## config.mk

```make
export PLATFORM = sky130hd
export DESIGN_NAME = bad_top
export DESIGN_NICKNAME = d
export VERILOG_FILES = /design/src/bad_pkg.sv /design/src/bad_dec_if.sv /design/src/bad_port_dec.sv /design/src/bad_mem_dec.sv /design/src/bad_top.sv
export SDC_FILE = /design/constraint.sdc
export NUM_CORES = 1
export LEC_CHECK = 0
export BUFFER_PORTS_ARGS = -buffer_cell sky130_fd_sc_hd__buf_2
export CORE_AREA = 2 2 93 68
export CTS_CLUSTER_DIAMETER = 30
export DETAILED_ROUTE_END_ITERATION = 10
export DIE_AREA = 0 0 95 70
export GPL_TIMING_DRIVEN = 0
export PLACE_DENSITY = 0.75
export SLEW_MARGIN = 10
export SYNTH_ARGS = -nofsm -noshare
export SYNTH_HDL_FRONTEND = slang
export SYNTH_SLANG_ARGS = --single-unit
```

## constraint.sdc

```tcl
create_clock -name core_clk -period 0.9 [get_ports core_clk]
set_clock_uncertainty 0.15 [all_clocks]
set_input_delay 0.135 -clock core_clk [delete_from_list [all_inputs] [get_ports core_clk]]
set_output_delay 0.135 -clock core_clk [all_outputs]
set_load 0.1 [all_outputs]
```

## src/bad_pkg.sv

```systemverilog
// package: constants, types and contract list for the board address decoder
// Contract
// - vme window sits right above dram
// - addresses above window alias the window
// - real-mode window e0000..effff when enabled
// - separate 64k io space, any width
// - expansion decode uses low ten lines
// - ports 140h..14fh select vme registers
// - interrupt controllers at 020h and 0a0h
// - dma at 000h, 080h, 0c0h ranges
// - interval timer at 040h..043h
// - keyboard group at 060h..064h
// - real-time clock at 070h..071h
// - gate/reset register at 092h
// - coprocessor and config at 0f0h..0ffh
// - serial ports at 3f8h and 2f8h
// - disk task registers 1f0h and 170h
// - floppy controller at 3f0h..3f7h
// - unimplemented legacy ranges get no select
// - video at 3b0h or 3d0h per setting
// - low 1k vector table, 16+1 interrupts
// - nmi carries parity/vme, gated by enable
// - vme irq on line 11, jumper 12
package bad_pkg;
  // ************************************************************
  // memory map
  // ************************************************************
  localparam logic [31:0] BAD_WIN_1M     = 32'h0010_0000; // dram fit 1
  localparam logic [31:0] BAD_WIN_4M     = 32'h0040_0000; // dram fit 4
  localparam logic [31:0] BAD_WIN_16M    = 32'h0100_0000; // dram fit 16
  localparam logic [31:0] BAD_WIN_SIZE   = 32'h0100_0000; // window span
  localparam logic [31:0] BAD_ALIAS_TOP  = 32'hFFFD_FFFF; // last alias
  localparam logic [31:0] BAD_RSVD_BASE  = 32'hFFFE_0000; // reserved
  localparam logic [31:0] BAD_ROM_BASE   = 32'hFFFF_0000; // rom image
  localparam logic [31:0] BAD_RM_LO      = 32'h000E_0000; // real window
  localparam logic [31:0] BAD_RM_HI      = 32'h000E_FFFF;
  localparam logic [31:0] BAD_RM_ROM_LO  = 32'h000F_0000; // real rom
  localparam logic [31:0] BAD_IVT_HI     = 32'h0000_03FF; // vector table
  // ************************************************************
  // port map (10-bit decode)
  // ************************************************************
  localparam logic [9:0] BAD_P_DMA1    = 10'h000;
  localparam logic [9:0] BAD_P_PIC1    = 10'h020;
  localparam logic [9:0] BAD_P_PIT     = 10'h040;
  localparam logic [9:0] BAD_P_KBD     = 10'h060;
  localparam logic [9:0] BAD_P_KBD_HI  = 10'h064;
  localparam logic [9:0] BAD_P_RTC     = 10'h070;
  localparam logic [9:0] BAD_P_PAGE    = 10'h080;
  localparam logic [9:0] BAD_P_GATE    = 10'h092;
  localparam logic [9:0] BAD_P_PIC2    = 10'h0A0;
  localparam logic [9:0] BAD_P_DMA2    = 10'h0C0;
  localparam logic [9:0] BAD_P_DMA2_HI = 10'h0DF;
  localparam logic [9:0] BAD_P_FPU     = 10'h0F0;
  localparam logic [9:0] BAD_P_VME     = 10'h140;
  localparam logic [9:0] BAD_P_HD2     = 10'h170;
  localparam logic [9:0] BAD_P_HD1     = 10'h1F0;
  localparam logic [9:0] BAD_P_SER2    = 10'h2F8;
  localparam logic [9:0] BAD_P_MONO    = 10'h3B0;
  localparam logic [9:0] BAD_P_COLR    = 10'h3D0;
  localparam logic [9:0] BAD_P_FDC     = 10'h3F0;
  localparam logic [9:0] BAD_P_SER1    = 10'h3F8;
  localparam logic [5:0] BAD_EXP_TOP   = 6'h00;   // a15..a10 must be 0
  localparam logic [7:0] BAD_GATE_RST  = 8'h00;   // gate reg reset
  localparam int         BAD_VID_SPAN  = 16;
  // ************************************************************
  // types
  // ************************************************************
  typedef enum logic [1:0] { BAD_FIT_1M, BAD_FIT_4M, BAD_FIT_16M }
    bad_fit_t;
  typedef enum logic [2:0] { BAD_M_NONE, BAD_M_DRAM, BAD_M_VME,
    BAD_M_ROM, BAD_M_RSVD } bad_mem_t;
  typedef enum logic [4:0] { BAD_S_NONE, BAD_S_DMA1, BAD_S_PIC1,
    BAD_S_PIT, BAD_S_KBD, BAD_S_RTC, BAD_S_PAGE, BAD_S_GATE, BAD_S_PIC2,
    BAD_S_DMA2, BAD_S_FPU, BAD_S_VME, BAD_S_HD2, BAD_S_HD1, BAD_S_SER2,
    BAD_S_VID, BAD_S_FDC, BAD_S_SER1 } bad_sel_t;
endpackage

```

## src/bad_dec_if.sv

```systemverilog
// interface: decoded cycle from the port decoder to the top
`timescale 1ns/10ps
`default_nettype none
interface bad_dec_if;
  logic [15:0] port;  // port address lines of the cycle
  logic        mono;  // video in monochrome range
  bad_pkg::bad_sel_t sel; // decoded peripheral
  modport dec (input port, input mono, output sel);
  modport top (output port, output mono, input sel);
endinterface
`default_nettype wire

```

## src/bad_port_dec.sv

```systemverilog
// module: combinational i/o port decoder
`timescale 1ns/10ps
`default_nettype none
module bad_port_dec
  import bad_pkg::*;
(
  bad_dec_if.dec d // decode request and result
);
  // ************************************************************
  // range helper
  // ************************************************************
  function automatic logic in_rng(input logic [9:0] a,
                                  input logic [9:0] lo,
                                  input logic [9:0] hi);
    in_rng = (a >= lo) && (a <= hi);
  endfunction

  logic [9:0] a;  // low ten lines only
  logic       ok; // upper lines clear
  logic [9:0] vid; // chosen video base

  // decode chain, priority irrelevant since ranges are disjoint
  always_comb
  begin
    a = d.port[9:0];
    ok = (d.port[15:10] == BAD_EXP_TOP);
    vid = d.mono ? BAD_P_MONO : BAD_P_COLR;
    d.sel = BAD_S_NONE; // unimplemented ranges fall here
    if (!ok)
      d.sel = BAD_S_NONE;
    else if (in_rng(a, BAD_P_DMA1, BAD_P_DMA1 + 10'h00F))
      d.sel = BAD_S_DMA1;
    else if (in_rng(a, BAD_P_PIC1, BAD_P_PIC1 + 10'h001))
      d.sel = BAD_S_PIC1;
    else if (in_rng(a, BAD_P_PIT, BAD_P_PIT + 10'h003))
      d.sel = BAD_S_PIT;
    else if (in_rng(a, BAD_P_KBD, BAD_P_KBD_HI))
      d.sel = BAD_S_KBD;
    else if (in_rng(a, BAD_P_RTC, BAD_P_RTC + 10'h001))
      d.sel = BAD_S_RTC;
    else if (in_rng(a, BAD_P_PAGE, BAD_P_PAGE + 10'h00F))
      d.sel = BAD_S_PAGE;
    else if (a == BAD_P_GATE)
      d.sel = BAD_S_GATE;
    else if (in_rng(a, BAD_P_PIC2, BAD_P_PIC2 + 10'h001))
      d.sel = BAD_S_PIC2;
    else if (in_rng(a, BAD_P_DMA2, BAD_P_DMA2_HI))
      d.sel = BAD_S_DMA2;
    else if (in_rng(a, BAD_P_FPU, BAD_P_FPU + 10'h00F))
      d.sel = BAD_S_FPU;
    else if (in_rng(a, BAD_P_VME, BAD_P_VME + 10'h00F))
      d.sel = BAD_S_VME;
    else if (in_rng(a, BAD_P_HD2, BAD_P_HD2 + 10'h007))
      d.sel = BAD_S_HD2;
    else if (in_rng(a, BAD_P_HD1, BAD_P_HD1 + 10'h007))
      d.sel = BAD_S_HD1;
    else if (in_rng(a, BAD_P_SER2, BAD_P_SER2 + 10'h006))
      d.sel = BAD_S_SER2;
    else if (in_rng(a, vid, vid + 10'(BAD_VID_SPAN - 1)))
      d.sel = BAD_S_VID;
    else if (in_rng(a, BAD_P_FDC, BAD_P_FDC + 10'h007))
      d.sel = BAD_S_FDC;
    else if (in_rng(a, BAD_P_SER1, BAD_P_SER1 + 10'h006))
      d.sel = BAD_S_SER1;
  end
endmodule
`default_nettype wire

```

## src/bad_mem_dec.sv

```systemverilog
// module: combinational memory address decoder
`timescale 1ns/10ps
`default_nettype none
module bad_mem_dec
  import bad_pkg::*;
(
  input  wire logic [31:0] addr,    // memory address
  input  wire bad_fit_t    fit,     // dram fit
  input  wire logic        real_md, // 20-bit real mode map
  input  wire logic        vme_en,  // vme access enabled
  output bad_mem_t         target,  // decoded target
  output logic [23:0]      vme_off  // offset inside window
);
  logic [31:0] base; // window base
  logic [31:0] diff; // address minus base

  // target selection; aliases fold onto the window by low 24 bits
  always_comb
  begin
    case (fit)
      BAD_FIT_4M:  base = BAD_WIN_4M;
      BAD_FIT_16M: base = BAD_WIN_16M;
      default:     base = BAD_WIN_1M;
    endcase
    diff = addr - base;
    vme_off = diff[23:0];
    target = BAD_M_NONE;
    if (real_md)
    begin
      if (addr > 32'h000F_FFFF)
        target = BAD_M_NONE;
      else if (addr >= BAD_RM_ROM_LO)
        target = BAD_M_ROM;
      else if (addr >= BAD_RM_LO && addr <= BAD_RM_HI)
        target = vme_en ? BAD_M_VME : BAD_M_NONE;
      else
        target = BAD_M_DRAM; // vector table at bottom
      vme_off = {8'h00, addr[15:0]};
    end
    else if (addr >= BAD_ROM_BASE)
      target = BAD_M_ROM;
    else if (addr >= BAD_RSVD_BASE)
      target = BAD_M_RSVD; // no vme cycle
    else if (addr >= base)
      target = vme_en ? BAD_M_VME : BAD_M_NONE;
    else
      target = BAD_M_DRAM;
  end
endmodule
`default_nettype wire

```

## src/bad_top.sv

```systemverilog
// module: board address decoder top, registered selects and irq routing
`timescale 1ns/10ps
`default_nettype none
module bad_top
  import bad_pkg::*;
(
  input  wire logic        core_clk,     // 100 mhz bus clock
  input  wire logic        rstn,         // async reset, active low
  input  wire logic        cyc,          // cycle strobe
  input  wire logic        io_sel,       // 1 = io cycle, 0 = memory
  input  wire logic        wr,           // write cycle
  input  wire logic [31:0] addr,         // address lines
  input  wire logic [7:0]  wdata,        // low write data byte
  input  wire logic [1:0]  fit,          // dram fit code
  input  wire logic        real_md,      // real-mode map
  input  wire logic        vme_en,       // vme access enabled
  input  wire logic        mono,         // primary display mono
  input  wire logic        parity_err,   // parity error level
  input  wire logic        vme_evt,      // vme interface event
  input  wire logic        vme_irq,      // vme maskable request
  input  wire logic        nmi_en,       // nmi configuration enable
  input  wire logic        irq_alt,      // jumper: use line 12
  output bad_mem_t         mem_target,   // registered memory target
  output logic [23:0]      vme_off,      // registered window offset
  output bad_sel_t         io_target,    // registered port select
  output logic [7:0]       gate_reg,     // a20 gate / fast reset reg
  output logic             nmi,          // nmi to processor
  output logic [15:0]      irq           // maskable request lines
);
  logic [1:0] s_par, s_evt, s_irq; // pin synchronisers
  logic [1:0] s_nen, s_alt;
  bad_mem_t   m_t;     // memory decode
  logic [23:0] m_off;  // window offset
  bad_mem_t   next_mem;
  logic [23:0] next_off;
  bad_sel_t   next_io;
  logic [7:0] next_gate;
  logic       next_nmi;
  logic [15:0] next_irq;
  bad_dec_if  dif();

  assign dif.port = addr[15:0];
  assign dif.mono = mono;

  bad_port_dec u_port (.d(dif));
  bad_mem_dec u_mem (
    .addr    (addr),
    .fit     (bad_fit_t'(fit)),
    .real_md (real_md),
    .vme_en  (vme_en),
    .target  (m_t),
    .vme_off (m_off)
  );

  // next values: registered decode, gate register, interrupt routing
  always_comb
  begin
    next_mem  = BAD_M_NONE;
    next_off  = vme_off;
    next_io   = BAD_S_NONE;
    next_gate = gate_reg;
    if (cyc && !io_sel)
    begin
      next_mem = m_t;
      next_off = m_off;
    end
    if (cyc && io_sel)
      next_io = dif.sel; // any width accepted
    if (cyc && io_sel && wr && dif.sel == BAD_S_GATE)
      next_gate = wdata;
    next_nmi = s_nen[1] && (s_par[1] || s_evt[1]);
    next_irq = 16'h0000;
    if (s_alt[1])
      next_irq[12] = s_irq[1];
    else
      next_irq[11] = s_irq[1];
  end

  // registers only
  always_ff @(posedge core_clk or negedge rstn)
  begin
    if (!rstn)
    begin
      s_par <= 2'b00;
      s_evt <= 2'b00;
      s_irq <= 2'b00;
      s_nen <= 2'b00;
      s_alt <= 2'b00;
      mem_target <= BAD_M_NONE;
      vme_off <= 24'h00_0000;
      io_target <= BAD_S_NONE;
      gate_reg <= BAD_GATE_RST;
      nmi <= 1'b0;
      irq <= 16'h0000;
    end
    else
    begin
      s_par <= {s_par[0], parity_err};
      s_evt <= {s_evt[0], vme_evt};
      s_irq <= {s_irq[0], vme_irq};
      s_nen <= {s_nen[0], nmi_en};
      s_alt <= {s_alt[0], irq_alt};
      mem_target <= next_mem;
      vme_off <= next_off;
      io_target <= next_io;
      gate_reg <= next_gate;
      nmi <= next_nmi;
      irq <= next_irq;
    end
  end

  // ************************************************************
  // assertions
  // ************************************************************
  property p_rom;
    @(posedge core_clk) disable iff (!rstn)
    (cyc && !io_sel && !real_md && addr >= BAD_ROM_BASE)
      |=> mem_target == BAD_M_ROM;
  endproperty
  a_rom: assert property (p_rom) else $error("rom miss");
  property p_rsvd;
    @(posedge core_clk) disable iff (!rstn)
    (cyc && !io_sel && !real_md && addr[31:16] == 16'hFFFE)
      |=> mem_target == BAD_M_RSVD;
  endproperty
  a_rsvd: assert property (p_rsvd) else $error("reserved");
  property p_win1;
    @(posedge core_clk) disable iff (!rstn)
    (cyc && !io_sel && !real_md && vme_en && fit == 2'd0
      && addr == BAD_WIN_1M) |=> mem_target == BAD_M_VME && vme_off == 0;
  endproperty
  a_win1: assert property (p_win1) else $error("window base");
  property p_alias;
    @(posedge core_clk) disable iff (!rstn)
    (cyc && !io_sel && !real_md && vme_en && addr == BAD_ALIAS_TOP)
      |=> mem_target == BAD_M_VME;
  endproperty
  a_alias: assert property (p_alias) else $error("alias");
  property p_rmwin;
    @(posedge core_clk) disable iff (!rstn)
    (cyc && !io_sel && real_md && addr[31:16] == 16'h000E)
      |=> mem_target == ($past(vme_en) ? BAD_M_VME : BAD_M_NONE);
  endproperty
  a_rmwin: assert property (p_rmwin) else $error("real win");
  property p_vme_io;
    @(posedge core_clk) disable iff (!rstn)
    (cyc && io_sel && addr[15:4] == 12'h014) |=> io_target == BAD_S_VME;
  endproperty
  a_vme_io: assert property (p_vme_io) else $error("vme ports");
  property p_hi;
    @(posedge core_clk) disable iff (!rstn)
    (cyc && io_sel && addr[15:10] != 6'h00) |=> io_target == BAD_S_NONE;
  endproperty
  a_hi: assert property (p_hi) else $error("high port");
  property p_nmi;
    @(posedge core_clk) disable iff (!rstn)
    !nmi_en [*4] |-> !nmi;
  endproperty
  a_nmi: assert property (p_nmi) else $error("nmi gate");
  property p_irq;
    @(posedge core_clk) disable iff (!rstn)
    irq[11] |-> !irq[12];
  endproperty
  a_irq: assert property (p_irq) else $error("irq line");
endmodule
`default_nettype wire

```

# Yosys cells after proc, flatten, opt, wreduce, memory -nomap -nowiden

Index checks and enable logic that the tools add are counted.

Bits in registers: 53
Bits in latches: 0
RAM bits: 0
ROM bits: 0
Bits of input ports: 55
Output and inout bits: 57
Memories kept: 0

$add $sub $neg: 2
Multipliers: 0
Div/mod/pow operators: 0
$lt $le $gt $ge: 39
Equality and inequality tests: 4
Shifts and indexed selects: 0
Mux-type cells: 33
Bitwise operators: 0
Reduce and logical (&&, ||, !) cells: 25

Operators with widths:

| cell                                                              | count |
|---|---|
| 2-to-1 mux 5 bit                                                  | 19 |
| >= comparator 32 x 20 -> 1 bit (second input constant)            | 2 |
| >= comparator 32 bit (second input constant)                      | 2 |
| one-hot mux 25 bit (2 select lines)                               | 1 |
| >= comparator 10 x 8 -> 1 bit (second input constant)             | 4 |
| less-or-equal comparator 10 x 8 -> 1 bit (second input constant)  | 4 |
| >= comparator 32 x 25 -> 1 bit                                    | 1 |
| greater-than comparator 32 x 20 -> 1 bit (second input constant)  | 1 |
| less-or-equal comparator 32 x 20 -> 1 bit (second input constant) | 1 |
| >= comparator 10 bit (second input constant)                      | 3 |
| >= comparator 10 x 7 -> 1 bit (second input constant)             | 3 |
| >= comparator 10 x 9 -> 1 bit (second input constant)             | 3 |
| less-or-equal comparator 10 bit (second input constant)           | 3 |
| less-or-equal comparator 10 x 7 -> 1 bit (second input constant)  | 3 |
| less-or-equal comparator 10 x 9 -> 1 bit (second input constant)  | 3 |
| 2-to-1 mux 24 bit                                                 | 1 |
| 2-to-1 mux 3 bit                                                  | 8 |
| subtractor 24 bit                                                 | 1 |
| logical AND 1 bit                                                 | 22 |
| adder 10 x 4 -> 10 bit (second input constant)                    | 1 |
| == test 10 x 8 -> 1 bit (second input constant)                   | 1 |
| >= comparator 10 x 1 -> 1 bit (second input constant)             | 1 |
| >= comparator 10 bit                                              | 1 |
| >= comparator 10 x 6 -> 1 bit (second input constant)             | 1 |
| 12 further kinds                                                  | 13 |

# Depth between registers and ports, before layout

Depth in word-level cells: 22
Mapped depth: 10
Mapped depth without buffers: 10

# Cells and area by module

A second synthesis with hierarchy kept.

Cell total of the unflattened synthesis: 260
Area total of the unflattened synthesis: 2911.5 µm²

By module, submodules not included:

| module       | instances | cells each | area an instance (µm²) |
|---|---|---|---|
| bad_top      | 1         | 117        | 1928.1 |
| bad_mem_dec  | 1         | 75         | 516.7 |
| bad_port_dec | 1         | 68         | 466.7 |

# Worst setup path after synthesis

OpenSTA, ideal clock, no wires.

Path kind: input -> register
From: input port mono
To: register gate_reg[0]
Setup time: 125 ps
Arrival: 1941 ps
Setup slack: -1317 ps
Stages on the path: 8
Path through: inv_1 ha_1 or2_2 a211oi_1 o21bai_1 o31a_1 nor3b_4 mux2_2

Longest elaborated chain between the ends: 22
Elaborated cells between the ends (all ways): 23

RTL lines:

| what                            | RTL line           | RTL |
|---|---|---|
| start, declared                 | bad_top.sv:17      | `input wire logic mono,` |
| 2-to-1 mux 7 bit (*)            | bad_port_dec.sv:27 | `vid = d.mono ? BAD_P_MONO : BAD_P_COLR;` |
| adder 10 x 4 -> 10 bit          | bad_port_dec.sv:59 | `else if (in_rng(a, vid, vid + 10'(BAD_VID_SPAN - 1)))` |
| less-or-equal comparator 10 bit | bad_port_dec.sv:15 | `in_rng = (a >= lo) && (a <= hi);` |
| logical AND 1 bit (*)           | bad_port_dec.sv:15 |  |
| 2-to-1 mux 5 bit (*)            | bad_port_dec.sv:59 |  |
| 2-to-1 mux 5 bit (*)            | bad_port_dec.sv:57 | `else if (in_rng(a, BAD_P_SER2, BAD_P_SER2 + 10'h006))` |
| 2-to-1 mux 5 bit (*)            | bad_port_dec.sv:55 | `else if (in_rng(a, BAD_P_HD1, BAD_P_HD1 + 10'h007))` |
| 2-to-1 mux 5 bit (*)            | bad_port_dec.sv:53 | `else if (in_rng(a, BAD_P_HD2, BAD_P_HD2 + 10'h007))` |
| [6 not listed]                  | -                  |  |
| 2-to-1 mux 5 bit (*)            | bad_port_dec.sv:39 | `else if (in_rng(a, BAD_P_RTC, BAD_P_RTC + 10'h001))` |
| 2-to-1 mux 5 bit (*)            | bad_port_dec.sv:37 | `else if (in_rng(a, BAD_P_KBD, BAD_P_KBD_HI))` |
| 2-to-1 mux 5 bit (*)            | bad_port_dec.sv:35 | `else if (in_rng(a, BAD_P_PIT, BAD_P_PIT + 10'h003))` |
| 2-to-1 mux 5 bit (*)            | bad_port_dec.sv:33 | `else if (in_rng(a, BAD_P_PIC1, BAD_P_PIC1 + 10'h001))` |
| 2-to-1 mux 5 bit (*)            | bad_port_dec.sv:31 | `else if (in_rng(a, BAD_P_DMA1, BAD_P_DMA1 + 10'h00F))` |
| 2-to-1 mux 5 bit (*)            | bad_port_dec.sv:29 | `if (!ok)` |
| == test 5 x 3 -> 1 bit (*)      | bad_top.sv:69      | `if (cyc && io_sel && wr && dif.sel == BAD_S_GATE)` |
| logical AND 1 bit (*)           | bad_top.sv:69      |  |
| end signal, assigned            | bad_top.sv:106     | `gate_reg <= next_gate;` |
| end, declared                   | bad_top.sv:26      | `output logic [7:0] gate_reg,` |

Every way passes the cells marked *; elsewhere a longest branch is shown, timed or not.
A chain may end at the register's enable or synchronous reset.

# Final worst setup path

From: input port addr[8]
To: register gate_reg[2]

Longest elaborated chain between the ends: 22
Elaborated cells between the ends (all ways): 69

RTL lines:

| what                                                                           | RTL line           | RTL |
|---|---|---|
| start, declared                                                                | bad_top.sv:12      | `input wire logic [31:0] addr,` |
| >= comparator 10 bit / less-or-equal comparator 10 bit (equally long branches) | bad_port_dec.sv:15 |  |
| logical AND 1 bit                                                              | bad_port_dec.sv:15 |  |
| 2-to-1 mux 5 bit                                                               | bad_port_dec.sv:63 | `else if (in_rng(a, BAD_P_SER1, BAD_P_SER1 + 10'h006))` |
| 2-to-1 mux 5 bit                                                               | bad_port_dec.sv:61 | `else if (in_rng(a, BAD_P_FDC, BAD_P_FDC + 10'h007))` |
| 2-to-1 mux 5 bit                                                               | bad_port_dec.sv:59 |  |
| 2-to-1 mux 5 bit                                                               | bad_port_dec.sv:57 |  |
| 2-to-1 mux 5 bit                                                               | bad_port_dec.sv:55 |  |
| 2-to-1 mux 5 bit                                                               | bad_port_dec.sv:53 |  |
| [6 not listed]                                                                 | -                  |  |
| 2-to-1 mux 5 bit                                                               | bad_port_dec.sv:39 |  |
| 2-to-1 mux 5 bit                                                               | bad_port_dec.sv:37 |  |
| 2-to-1 mux 5 bit                                                               | bad_port_dec.sv:35 |  |
| 2-to-1 mux 5 bit                                                               | bad_port_dec.sv:33 |  |
| 2-to-1 mux 5 bit (*)                                                           | bad_port_dec.sv:31 |  |
| 2-to-1 mux 5 bit (*)                                                           | bad_port_dec.sv:29 |  |
| == test 5 x 3 -> 1 bit (*)                                                     | bad_top.sv:69      |  |
| logical AND 1 bit (*)                                                          | bad_top.sv:69      |  |

Marked as above.

==> metrics.csv <==
stage,metric,value,unit
power_and_ir_drop,comb_power_share,44.5,%
synth,synth_edf_count,0,
worst_setup_path,crit_path_top_delay_cell,o41ai_4,
job,maxCapViolCount,0,
global_routing,grt_first_pass_wirelength,14.4,mm
worst_setup_path,r2r_end,gate_reg[2],
power_and_ir_drop,p_clk_share,18.5,%
clock_network,htree_levels,2,
synth,synth_top_area_share,49.8,%
power_and_ir_drop,intPower,4.57,mW
worst_setup_path,path_buf_inv,3,
global_routing,first_global_vias,2698,
detailed_routing,ant_nets,0,
detailed_routing,wl_per_cell,20.9,um
detailed_routing,drt_wl_total,9.98,mm
placement,dp_cells,432,
worst_setup_path,crit_path_max_fanout,10,
power_and_ir_drop,power,7.80,mW
sta,worstMarginPinSlew,0.674,ns
global_routing,overflow,0,
sta,fmax,506,MHz
worst_setup_path,crit_required,0.96,ns
synth,synthArstFlopShare,100,%
power_and_ir_drop,seqPwrFrac,37.0,%
clock_network,cts_root_buf,clkbuf_8,
final_layout,final_common_cell,buf_12,
placement,gp_congestion,0.906,
final_layout,drive_above_1_share,70.3,%
clock_network,cts.reportedPaths.clkPinSlew,0.11,ns
final_layout,final_cell_mix,"buf_12, dfrtp_4, buf_2",
floorplan,start_util,45.0,%
clock_network,cts_sinks,53,
floorplan,ios,112,
placement,io_buffers,93,
worst_setup_path,crit_chain,buf_4 > buf_8 > nor2_4 > nand2_2 > o41ai_4 > nand4_1 > nor3b_4 > buf_12 > mux2_4,
global_routing,grt.total_usage,28.4,%
detailed_routing,first_pass_iters,5,
final_layout,nNetsFinal,462,
placement,post-place-ws,-1.63,ns
detailed_routing,drt_iter0_drc,160,
sta,setup_ws,-1.08,ns
outcome,outcome,"complete, but fails checks",
detailed_routing,drc,0,
final_layout,final_area,0.00513,mm^2
sta,rsz0062_at_grt,true,
sta,period_share,220,%
final_layout,diodes,0,
global_routing,grt_max_degree,54,
synth,yosysTopAreaCell,dfrtp_1,
clock_network,cts_inserted_buffers,5,
synth,yosys_warnings,0,
outcome,violations,"hold timing, setup timing",
power_and_ir_drop,leakage,2.25,nW
worst_setup_path,r2r_slack,-0.31,ns
clock_network,cts.path.max_buffers,2,
synth,synth_area,0.00266,mm^2
power_and_ir_drop,p_sw,3.22,mW
clock_network,cts_tree,yes,
synth,synth_area_leaders,"dfrtp_1, mux2_2, buf_4, ha_1, nand2_1",
worst_setup_path,endpoint_kind,register,
synth,avgSynthCellArea,10.7,um^2
worst_setup_path,path_delay_family,simple AND/OR/NAND/NOR gates,
detailed_routing,vias,2641,
power_and_ir_drop,power_switching_share,41.4,%
worst_setup_path,reg2reg_depth,2,
sta,period_minus_slack,1.98,ns
sta,hold_viol,70,
floorplan,core,0.00592,mm^2
worst_setup_path,r2r-start,gate_reg[2],
floorplan,die_area,0.00665,mm^2
sta,fin_setup_tns,-32.27,ns
synth,yosysUniqueCellTypes,50,
synth,ys.flop_type,dfrtp_1,
final_layout,fillers,256,
worst_setup_path,crit_type,in -> reg,
detailed_routing,routed_via_density,5.53,
power_and_ir_drop,irDropWorstVdd,0.00101,V
placement,place_area,0.00372,mm^2
global_routing,antenna_found_initial,0,
final_layout,largest_register_ffs,24,
synth,ys_seq_elements,53,
placement,place_hpwl,5.17,mm
sta,hold_slack,-0.313,ns
floorplan,num_rows,24,
floorplan,die_h,70,um
sta,setup_violations,79,
final_layout,syn2layout_area_growth,92.7,%
worst_setup_path,critical_path.max_stage_delay,0.40,ns
worst_setup_path,arrival,2.04,ns
floorplan,die_x,95,um
hold_path,min_path_type,in -> async,
synth,seq_area_frac_synth,49.8,%
final_layout,stdcell_count,478,
sta,relSlewSlack,55.0,%
power_and_ir_drop,p_per_area,1520,mW/mm^2
sta,drv_slew,0,
clock_network,worstSkewPairLatency,0.32,ns
synth,synthCells,248,
worst_setup_path,start_kind,input port,
[metrics by stage]
| stage | util [%] | hold slack (ns) |
|---|---|---|
| floorplan | - | -0.311 |
| global placement | 62.9 | 0.0941 |
| detailed placement | 62.9 | 0.0949 |
| CTS | 83.9 | -0.277 |
| global route | 86.7 | -0.249 |
| finish | 86.7 | -0.313 |
[worst max-delay path by stage]
stage,end,depth (start not counted),start
6_report,gate_reg[2],9,addr[8]
5_1_grt,gate_reg[2],9,addr[8]
3_5_place_dp,gate_reg[7],8,addr[8]
3_3_place_gp,gate_reg[6],9,mono
2_1_floorplan,gate_reg[0],7,addr[6]
4_1_cts,gate_reg[7],10,mono
[per-layer routing]
layer,GRT usage [%],routed length (um)
met2,48.5,5070
met3,5.72,705
met5,0,0
met1,36.8,3930
met4,7.41,278
[cells by family (layout without fill, tap and decap cells)]
family / count (synthesis) / count (layout) / share of synthesized area [%]
simple gates: 89 / 89 / 18.8
flops: 53 / 53 / 49.8
compound gates: 37 / 37 / 9.40
buf+inv: 35 / 174 / 7.61
mux: 24 / 24 / 10.1
fa+ha+maj: 8 / 8 / 3.76
other cells: 1 / 14 / 0.141
xor+xnor: 1 / 1 / 0.329
[final cells by class]
cell class / instances / area, um^2 / share of cell area [%]
multi-input cells: 173 / 1610 / 31.3
clock buffers: 5 / 68.8 / 1.34
clock inverters: 3 / 21.3 / 0.415
well taps: 78 / 97.6 / 1.90
flip-flops and latches: 53 / 1490 / 28.9
plain buffers: 27 / 249 / 4.85
inverters: 8 / 52.6 / 1.02
repair buffers: 131 / 1550 / 30.2
[synthesized netlist by cell type, drive strengths merged (3+ instances only)]
library cell,count
dfrtp,53
nand2b,8
nor4,6
nor4b,3
nand4,9
ha,8
a21oi,6
mux2,23
inv,8
nor2,14
nor2b,4
clkbuf,6
o31ai,3
buf,21
o31a,3
nand2,18
nand3,7
o21ai,11
nor3,8
[power by group through the flow]
stage	clock (mW)	sequential [mW]	combinational, mW
after floorplan	0	3.99	0.818
after global placement	0	2.79	2.48
after detailed placement	0	2.81	2.50
after CTS	1.38	2.86	3.30
after global routing	1.52	2.90	3.59
final	1.44	2.89	3.47
[worst reg2reg max path: stages (launching register included)]
cell	delay [ns]
dfrtp_4	0.52
buf_4	0.15
mux2_4	0.28
[repair_timing]
item | CTS | global route
endpoints found under the hold margin | 81 | 73
setup buffers | 21 | 18
resized for setup | 238 | 43
endpoints found under the setup margin | 135 | 82
hold buffers | 6 | 1
pin swaps | 22 | 18
Note: power is estimated with default switching activity, not from simulation.
